===== src/inc/i2s_audio_pkg.sv =====
// Constants and carrier types for the stereo serial audio port
`default_nettype none
package i2s_audio_pkg;
    // System clock and nominal frame figures
    localparam int unsigned SYS_CLK_HZ    = 32'h05F5_E100; // 100 MHz
    localparam int unsigned FRAME_RATE_HZ = 32'h0000_BB80; // 48 kHz
    localparam int unsigned FRAME_32_BITS = 32'h0000_0020;
    localparam int unsigned FRAME_50_BITS = 32'h0000_0032;
    localparam int unsigned BCLK_32_HZ    = FRAME_RATE_HZ * FRAME_32_BITS;
    localparam int unsigned BCLK_50_HZ    = FRAME_RATE_HZ * FRAME_50_BITS;
    localparam int unsigned SLAVE_MAX_HZ  = 32'h002E_E000; // 3.072 MHz
    // Shortest slave half period in system cycles, rounded down
    localparam int unsigned SLAVE_HALF_CYC = SYS_CLK_HZ / (2 * SLAVE_MAX_HZ);

    localparam int unsigned WORD_BITS  = 32'h0000_0010;
    localparam int unsigned HALF_32    = FRAME_32_BITS / 2;
    localparam int unsigned HALF_50    = FRAME_50_BITS / 2;
    localparam int unsigned CNT_W      = 32'h0000_0005;
    localparam int unsigned FIFO_DEPTH = 32'h0000_0010;
    localparam int unsigned DIV_W      = 32'h0000_0010;

    // Toggle rate = SYS_CLK_HZ * num / den, bit clock is half of it
    localparam logic [15:0] DIV_NUM_32 = 16'h0060; // 96 / 3125
    localparam logic [15:0] DIV_DEN_32 = 16'h0C35;
    localparam logic [15:0] DIV_NUM_50 = 16'h0006; // 6 / 125
    localparam logic [15:0] DIV_DEN_50 = 16'h007D;

    typedef struct packed {
        logic [WORD_BITS-1:0] right;
        logic [WORD_BITS-1:0] left;
    } stereo_t;
endpackage
`default_nettype wire


===== src/rtl/i2s_audio_port.sv =====
// Stereo serial audio port with transmit FIFO, master divider and receiver
`timescale 1ns/100ps
`default_nettype none

////////////////////////////////////////////////////////////////////////////////
module audio_fifo #(
    parameter int unsigned WIDTH = 32,
    parameter int unsigned DEPTH = 16
) (
    input  wire logic             clk_sys,  // System clock
    input  wire logic             rst_n,    // Sync reset, active low
    input  wire logic             wrValid,  // Write request
    output var  logic             wrReady,  // Room for a word
    input  wire logic [WIDTH-1:0] wrData,   // Write word
    output var  logic             rdValid,  // Word available
    input  wire logic             rdReady,  // Pop request
    output var  logic [WIDTH-1:0] rdData    // Head word
);
    localparam int unsigned PW = (DEPTH > 1) ? $clog2(DEPTH) : 1;
    localparam logic [PW-1:0] LAST = PW'(DEPTH - 1);
    logic [WIDTH-1:0] mem [DEPTH];
    logic [PW-1:0]    wrPtr_reg;
    logic [PW-1:0]    rdPtr_reg;
    logic [PW:0]      count_reg;
    logic             ready_reg;
    wire              doWr = wrValid && ready_reg;
    wire              doRd = rdReady && (count_reg != '0);
    wire [PW:0]       count_next = count_reg + (PW+1)'(doWr) - (PW+1)'(doRd);

    assign wrReady = ready_reg;
    assign rdValid = count_reg != '0;
    assign rdData  = mem[rdPtr_reg];

    always_ff @(posedge clk_sys) begin
        if (doWr) begin
            mem[wrPtr_reg] <= wrData;
        end
    end

    always_ff @(posedge clk_sys) begin
        if (!rst_n) begin
            wrPtr_reg <= '0;
            rdPtr_reg <= '0;
            count_reg <= '0;
            ready_reg <= 1'b1;
        end else begin
            if (doWr) begin
                wrPtr_reg <= (wrPtr_reg == LAST) ? '0 : wrPtr_reg + 1'b1;
            end
            if (doRd) begin
                rdPtr_reg <= (rdPtr_reg == LAST) ? '0 : rdPtr_reg + 1'b1;
            end
            count_reg <= count_next;
            // Registered so the source sees a flop-driven ready
            ready_reg <= count_next != (PW+1)'(DEPTH);
        end
    end
endmodule // audio_fifo

////////////////////////////////////////////////////////////////////////////////
module i2s_audio_port #(
    parameter int unsigned TX_DEPTH = 16
) (
    input  wire logic                  clk_sys,    // 100 MHz system clock
    input  wire logic                  rst_n,      // Sync reset, active low
    input  wire logic                  masterMode, // 1 master, 0 slave
    input  wire logic                  frame50,    // 1 for 50-bit frame
    input  wire logic [15:0]           divNum,     // Divider numerator
    input  wire logic [15:0]           divDen,     // Divider denominator
    input  wire logic                  txValid,    // Stereo pair offered
    input  wire i2s_audio_pkg::stereo_t txData,    // Pair to send
    output var  logic                  txReady,    // FIFO has room
    output var  logic                  txUnderrun, // Left slot sent empty
    output var  logic                  rxValid,    // Pair received, pulse
    output var  i2s_audio_pkg::stereo_t rxData,    // Received pair
    input  wire logic                  sckIn,      // Bit clock, slave
    output var  logic                  sckOut,     // Bit clock, master
    output var  logic                  sckOe_n,    // Bit clock enable
    input  wire logic                  wsIn,       // Word select, slave
    output var  logic                  wsOut,      // Word select, master
    output var  logic                  wsOe_n,     // Word select enable
    input  wire logic                  sdi,        // Serial data in
    output var  logic                  sdo         // Serial data out
);
    import i2s_audio_pkg::*;

    localparam logic [CNT_W-1:0] IDLE_IDX = CNT_W'(WORD_BITS);
    localparam logic [CNT_W-1:0] LAST_BIT = CNT_W'(WORD_BITS - 1);
    localparam logic [CNT_W-1:0] LAST_32  = CNT_W'(HALF_32 - 1);
    localparam logic [CNT_W-1:0] LAST_50  = CNT_W'(HALF_50 - 1);

    logic [DIV_W-1:0]     divAcc_reg;
    logic                 sckOut_reg, sckPrev_reg, wsOut_reg, oe_n_reg;
    logic [CNT_W-1:0]     halfCnt_reg;
    logic                 txLastWs_reg, sdo_reg, underrun_reg;
    logic [WORD_BITS-1:0] txShift_reg, rightHold_reg;
    logic [CNT_W-1:0]     txIdx_reg;
    logic                 rxLastWs_reg, rxValid_reg;
    logic [WORD_BITS-1:0] rxShift_reg, leftHold_reg;
    logic [CNT_W-1:0]     rxCnt_reg;
    stereo_t              rxData_reg, fifoOut;
    logic                 fifoValid;

    ////////////////////////////////////////////////////////////////////////////
    // Fractional divider: accumulator steps by N, wraps at M
    wire [DIV_W:0]   divSum  = {1'b0, divAcc_reg} + {1'b0, divNum};
    wire             divTick = divSum >= {1'b0, divDen};
    wire [DIV_W-1:0] divAcc_next = divTick ?
                         DIV_W'(divSum - {1'b0, divDen}) : divSum[DIV_W-1:0];

    // Edge strobes; slave inputs are sampled at 100 MHz, ample for 3.072 MHz
    wire txFall = masterMode ? (divTick && sckOut_reg)
                             : (sckPrev_reg && !sckIn);
    wire rxRise = masterMode ? (divTick && !sckOut_reg)
                             : (!sckPrev_reg && sckIn);
    wire lineWs = masterMode ? wsOut_reg : wsIn;
    wire [CNT_W-1:0] halfLast = frame50 ? LAST_50 : LAST_32;

    always_ff @(posedge clk_sys) begin
        if (!rst_n || !masterMode) begin
            divAcc_reg <= '0;
            sckOut_reg <= 1'b0;
        end else begin
            divAcc_reg <= divAcc_next;
            sckOut_reg <= sckOut_reg ^ divTick;
        end
    end

    always_ff @(posedge clk_sys) begin
        if (!rst_n) begin
            sckPrev_reg <= 1'b0;
            oe_n_reg    <= 1'b1;
            wsOut_reg   <= 1'b0;
            halfCnt_reg <= '0;
        end else begin
            sckPrev_reg <= sckIn;
            oe_n_reg    <= !masterMode;
            if (!masterMode) begin
                halfCnt_reg <= '0;
            end else if (txFall) begin
                // Word select flips on a falling edge every half frame
                halfCnt_reg <= (halfCnt_reg == halfLast) ? '0
                                                         : halfCnt_reg + 1'b1;
                wsOut_reg   <= wsOut_reg ^ (halfCnt_reg == halfLast);
            end
        end
    end

    ////////////////////////////////////////////////////////////////////////////
    // Transmit: word select as latched at the last rise; a change there
    // loads the MSB at the next fall, so a partner that moves it with the
    // falling edge still gets its MSB one bit later
    wire                 txWs     = rxLastWs_reg;
    wire                 txChange = txWs != txLastWs_reg;
    wire [WORD_BITS-1:0] leftPick = fifoValid ? fifoOut.left : '0;
    wire [WORD_BITS-1:0] loadWord = txWs ? rightHold_reg : leftPick;
    wire                 popPair  = txFall && txChange && !txWs;

    audio_fifo #(
        .WIDTH ($bits(stereo_t)),
        .DEPTH (TX_DEPTH)
    ) u_txFifo (
        .clk_sys (clk_sys),
        .rst_n   (rst_n),
        .wrValid (txValid),
        .wrReady (txReady),
        .wrData  (txData),
        .rdValid (fifoValid),
        .rdReady (popPair),
        .rdData  (fifoOut)
    );

    always_ff @(posedge clk_sys) begin
        if (!rst_n) begin
            txLastWs_reg  <= 1'b0;
            sdo_reg       <= 1'b0;
            txShift_reg   <= '0;
            txIdx_reg     <= IDLE_IDX;
            rightHold_reg <= '0;
            underrun_reg  <= 1'b0;
        end else begin
            underrun_reg <= popPair && !fifoValid;
            if (txFall) begin
                txLastWs_reg <= txWs;
                if (txChange) begin
                    sdo_reg     <= loadWord[WORD_BITS-1];
                    txShift_reg <= {loadWord[WORD_BITS-2:0], 1'b0};
                    txIdx_reg   <= CNT_W'(1);
                end else begin
                    // Shifting in zeros pads the slot past 16 bits
                    sdo_reg     <= txShift_reg[WORD_BITS-1];
                    txShift_reg <= {txShift_reg[WORD_BITS-2:0], 1'b0};
                    txIdx_reg   <= (txIdx_reg >= IDLE_IDX) ? txIdx_reg
                                                           : txIdx_reg + 1'b1;
                end
                if (popPair) begin
                    rightHold_reg <= fifoValid ? fifoOut.right : '0;
                end
            end
        end
    end

    ////////////////////////////////////////////////////////////////////////////
    // Receive: count restarts after the rise that sees word select change
    wire                 rxChange = lineWs != rxLastWs_reg;
    wire                 rxTake   = rxRise && (rxCnt_reg < IDLE_IDX);
    wire                 rxDone   = rxTake && (rxCnt_reg == LAST_BIT);
    wire [WORD_BITS-1:0] rxWord   = {rxShift_reg[WORD_BITS-2:0], sdi};

    always_ff @(posedge clk_sys) begin
        if (!rst_n) begin
            rxLastWs_reg <= 1'b0;
            rxShift_reg  <= '0;
            rxCnt_reg    <= IDLE_IDX;
            leftHold_reg <= '0;
            rxData_reg   <= '0;
            rxValid_reg  <= 1'b0;
        end else begin
            rxValid_reg <= rxDone && rxLastWs_reg;
            if (rxTake) begin
                rxShift_reg <= rxWord;
            end
            if (rxRise) begin
                rxLastWs_reg <= lineWs;
                rxCnt_reg    <= rxChange ? '0 :
                                (rxCnt_reg >= IDLE_IDX) ? rxCnt_reg
                                                        : rxCnt_reg + 1'b1;
            end
            if (rxDone && !rxLastWs_reg) begin
                leftHold_reg <= rxWord;
            end
            if (rxDone && rxLastWs_reg) begin
                rxData_reg <= '{right: rxWord, left: leftHold_reg};
            end
        end
    end

    assign sckOut     = sckOut_reg;
    assign sckOe_n    = oe_n_reg;
    assign wsOut      = wsOut_reg;
    assign wsOe_n     = oe_n_reg;
    assign sdo        = sdo_reg;
    assign txUnderrun = underrun_reg;
    assign rxValid    = rxValid_reg;
    assign rxData     = rxData_reg;

    ////////////////////////////////////////////////////////////////////////////
    AST_OE_MODE: assert property (@(posedge clk_sys) disable iff (!rst_n)
        masterMode[*2] |-> !sckOe_n && !wsOe_n)
        else $error("pin enables not active in master mode");
    AST_OE_SLAVE: assert property (@(posedge clk_sys) disable iff (!rst_n)
        !masterMode ##1 !masterMode |-> sckOe_n && wsOe_n)
        else $error("pin enables active in slave mode");
    AST_SDO_FALL: assert property (@(posedge clk_sys) disable iff (!rst_n)
        $changed(sdo) |-> $past(txFall))
        else $error("serial data moved outside a falling edge");
    AST_MSB_DELAY: assert property (@(posedge clk_sys) disable iff (!rst_n)
        txFall && txChange |=> sdo == $past(loadWord[WORD_BITS-1]))
        else $error("word MSB not sent after word select change");
    AST_LEFT_LOW: assert property (@(posedge clk_sys) disable iff (!rst_n)
        txFall && txChange && !txWs && fifoValid |-> loadWord == fifoOut.left)
        else $error("left word not loaded while word select low");
    AST_PAD_ZERO: assert property (@(posedge clk_sys) disable iff (!rst_n)
        txFall && !txChange && txIdx_reg >= IDLE_IDX |=> !sdo)
        else $error("padding bit not zero");
    AST_HALF_LEN: assert property (@(posedge clk_sys) disable iff (!rst_n)
        masterMode && $past(masterMode) && $changed(wsOut_reg)
        |-> $past(halfCnt_reg) == $past(halfLast) && $past(txFall))
        else $error("word select toggled at wrong bit count");
    AST_DIV_EDGE: assert property (@(posedge clk_sys) disable iff (!rst_n)
        masterMode && $past(masterMode) && $changed(sckOut_reg) |-> $past(divTick))
        else $error("bit clock moved without divider tick");
    AST_RX_PAIR: assert property (@(posedge clk_sys) disable iff (!rst_n)
        rxDone && rxLastWs_reg |=> rxValid && rxData.right == $past(rxWord))
        else $error("received right word not delivered");
    AST_WORD_LEN: assert property (@(posedge clk_sys) disable iff (!rst_n)
        txFall && txChange |=> txIdx_reg == CNT_W'(1))
        else $error("word bit index not restarted");
endmodule // i2s_audio_port
`default_nettype wire


===== config.mk =====
export PLATFORM = sky130hd
export DESIGN_NAME = i2s_audio_port
export DESIGN_NICKNAME = d
export VERILOG_FILES = /design/src/inc/i2s_audio_pkg.sv /design/src/rtl/i2s_audio_port.sv
export SDC_FILE = /design/constraint.sdc
export NUM_CORES = 1
export LEC_CHECK = 0
export BUFFER_PORTS_ARGS = -buffer_cell sky130_fd_sc_hd__buf_2
export CAP_MARGIN = 5
export CORE_MARGIN = 4
export CORE_UTILIZATION = 60
export CTS_CLUSTER_DIAMETER = 120
export DETAILED_ROUTE_END_ITERATION = 8
export GPL_TIMING_DRIVEN = 0
export PLACE_DENSITY_LB_ADDON = 0.1
export SYNTH_ARGS = -nofsm -noshare
export SYNTH_HDL_FRONTEND = slang
export SYNTH_SLANG_ARGS = --single-unit

===== constraint.sdc =====
create_clock -name clk_sys -period 12.25 [get_ports clk_sys]
set_clock_uncertainty 0.2 [all_clocks]
set_input_delay 1.8375 -clock clk_sys [delete_from_list [all_inputs] [get_ports clk_sys]]
set_output_delay 1.8375 -clock clk_sys [all_outputs]
set_load 0.005 [all_outputs]

==> reports/qor.txt <==
# H-tree levels -> 3
total I/O pin count -> 112
Port Buffer Count -> 110
most used flip-flop cell after synthesis -> edfxtp_1
total core area -> 45380 sq um
initial antenna violation count -> 2
NetSw -> 1.566 mW
Synth Register Bits -> 659
Post-synth EDFFs -> 512
ys async rst share -> 0%
worst hold-check path type -> flip-flop to flip-flop
worst vdd ir -> 0.1246 mV
Root Driver -> clkbuf_16
Clock Power Share -> 34.1%
# Max-Cap Violations -> 0
Post-Syn Nets -> 1918
WS Path Type -> input port to flip-flop
combinational power share -> 20.8%
Slew @ Worst Pin -> 1.134 ns
grt ovf -> 0
Avg Cell Area, Syn -> 15.35 sq um
CP startpoint kind -> input port
CTS sink count -> 659
Ys Warns -> 0
CTS tree -> yes
outcome -> finished, final reports clean
DP HPWL -> 43710 um
pin count of the biggest net entering global routing -> 22
Via density -> 6.205
crit path DAT -> 8.76 ns
maximum buffer depth of the clock tree -> 3
CTS Buf Count -> 68
Place WS -> 3.259 ns
final wirelength -> 66800 um
vias in the first global route -> 16550
Tot GR Track Use -> 27.03%
Slew Limit Fails -> 0
critical path endpoint category -> flip-flop
ANT nets after route -> 0
max reg flops -> 512
CP Max Fanout -> 10
final period utilization -> 69.44%
hold_buf cts -> 0
die height -> 222.3 um
worst skew pair latency -> 0.61 ns
layout net count -> 2130
Worst-path clk slew -> 0.05 ns
area grow syn2layout -> 14.38%
Starting Density -> 60.73%
Mapped Cells -> 1795
CP dominant cell by count -> ha_1
sequential area share after synthesis -> 66.46%
Die ar. -> 49430 sq um
WP data required -> 12.51 ns
Final setup viols -> 0
hold slack -> 0.2479 ns
sequential share of power -> 45.1%
first-pass GRT wire length -> 101100 um
slew margin rel. -> 24.43%
CP peak stage delay -> 0.60 ns
drt first pass iters -> 6
Remaining DRCs -> 0
Setup TNS Final -> 0 ns
Int Power -> 4.084 mW
GPL Wtd Cong -> 0.8536
Max Fclk -> 0.1176 GHz
number of distinct library cells after synthesis -> 79
Final Worst Setup Slack -> 3.744 ns
Core Rows -> 78
CP max-delay cell -> o21ai_1
DR WL/cell -> 25.10 um
1st-iter DRT viols -> 2006
static leakage power -> 10.46 nW
Finished Layout Cells -> 2661
layout cell share with drive strength beyond 1 -> 20.98%
Cell Area, Synth -> 27560 sq um
pwr dens -> 179.2 nW/um^2
Die X -> 222.3 um
post-CTS setup buffers -> 0
total placed cells including tap cells -> 2537
cts repair resizes -> 0
RSZ-0062 raised after global routing -> false
Sw Ratio -> 27.72%
routed via count -> 16510
endpoints failing hold -> 0
fin crit period -> 8.506 ns
-- power groups by stage --
stage | Clock, mW | Sequential [mW] | Combinational (mW)
6_report | 1.93 | 2.55 | 1.17
5_1_grt | 2.06 | 2.56 | 1.28
4_1_cts | 1.96 | 2.55 | 1.16
3_5_place_dp | 0 | 2.60 | 1.15
3_3_place_gp | 0 | 2.60 | 1.08
2_1_floorplan | 0 | 2.59 | 0.826
-- worst max-delay path, delay by kind of cell --
family / cells / cell delay, ns
adder cells (fa/ha/maj): 7 / 2.18
AO/OA/AOI/OAI: 7 / 1.99
AND/OR/NAND/NOR: 9 / 1.80
buffers and inverters: 6 / 0.76
XOR/XNOR: 1 / 0.20
-- path summary, 6_finish.rpt --
kind / from / endpoint / slack, ns / cells past startpoint
setup / recovery: divNum[0] / u_txFifo.wrReady / 3.74 / 30
hold / removal: rxData[5] / rxData[5] / 0.25 / 2
setup reg to reg: divAcc_reg[0] / u_txFifo.wrReady / 4.80 / 29
hold reg to reg: rxData[5] / rxData[5] / 0.25 / 2
-- cell type report --
| class | instances | area (sq um) |
|---|---|---|
| Antenna cell | 2 | 5.005 |
| Tap cell | 600 | 750.7 |
| Fill cell | 3019 | 13860 |
| Inverter | 42 | 157.7 |
| Multi-Input combinational cell | 992 | 8660 |
| Buffer | 102 | 535.5 |
| Clock buffer | 94 | 1842 |
| Clock inverter | 28 | 212.7 |
| Timing Repair Buffer | 142 | 1042 |
| Sequential cell | 659 | 18320 |
-- cells in the mapped netlist, types with 8 or more instances --
cell type | number | area, sq um
nor2_1 | 62 | 232.7
buf_6 | 11 | 123.9
a21oi_1 | 72 | 360.4
nand4_1 | 13 | 81.33
o211ai_1 | 12 | 90.09
a21boi_0 | 31 | 232.7
nand2_1 | 163 | 611.8
nor2b_1 | 35 | 219.0
nor3b_1 | 9 | 67.56
o21ai_0 | 28 | 140.1
a32o_1 | 15 | 150.1
xor2_1 | 8 | 70.07
edfxtp_1 | 512 | 15370
ha_1 | 48 | 600.6
dfxtp_1 | 147 | 2943
a21boi_1 | 39 | 292.8
nand3_1 | 19 | 95.09
and3_1 | 8 | 50.05
o21a_1 | 13 | 97.59
a221oi_1 | 19 | 166.4
mux4_2 | 114 | 2567
and2_1 | 19 | 118.9
o21ai_1 | 11 | 55.05
buf_4 | 8 | 60.06
nand2b_1 | 10 | 62.56
a22oi_1 | 24 | 180.2
nor3_1 | 19 | 95.09
inv_1 | 40 | 150.1
clkbuf_1 | 55 | 206.5
xnor2_1 | 24 | 210.2
mux2i_1 | 78 | 780.8
buf_2 | 24 | 120.1
a21o_1 | 13 | 97.59
-- metal layers --
metal  routed length, um  global-route usage, %  up-vias
met2               31860                  43.37      757
met3                5480                  4.862      127
li1                    -                      -     7378
met4                1814                  7.703        2
met5                  13                      0        -
met1               27630                  38.78     8247
-- stage by stage --
step	total power [mW]	cell area [sq um]	utilization, %
global placement	3.680	28860	63.60
finish	5.650	31520	69.46
detailed placement	3.744	29460	64.92
global route	5.901	31520	69.45
CTS	5.662	31520	69.45
floorplan	3.416	27560	-
-- kinds of logic (layout without fill, tap and decap cells) --
family	after synthesis	in the layout	share of synthesized area (%)
simple gates	385	385	6.728
other cells	0	2	0
compound gates	329	329	8.608
fa+ha+maj	51	51	2.397
buf+inv	144	408	2.515
mux	195	195	12.27
xor+xnor	32	32	1.017
flops	659	659	66.46
-- layout by cell type (no fill, tap or decap), drive strengths merged, types with 62 or more instances in the layout --
master,n
mux4,114
buf,188
a21boi,70
nor2,62
a21oi,72
edfxtp,512
nand2,163
mux2i,78
clkbuf,150
dfxtp,147
Power figures use the tool's default switching activity.
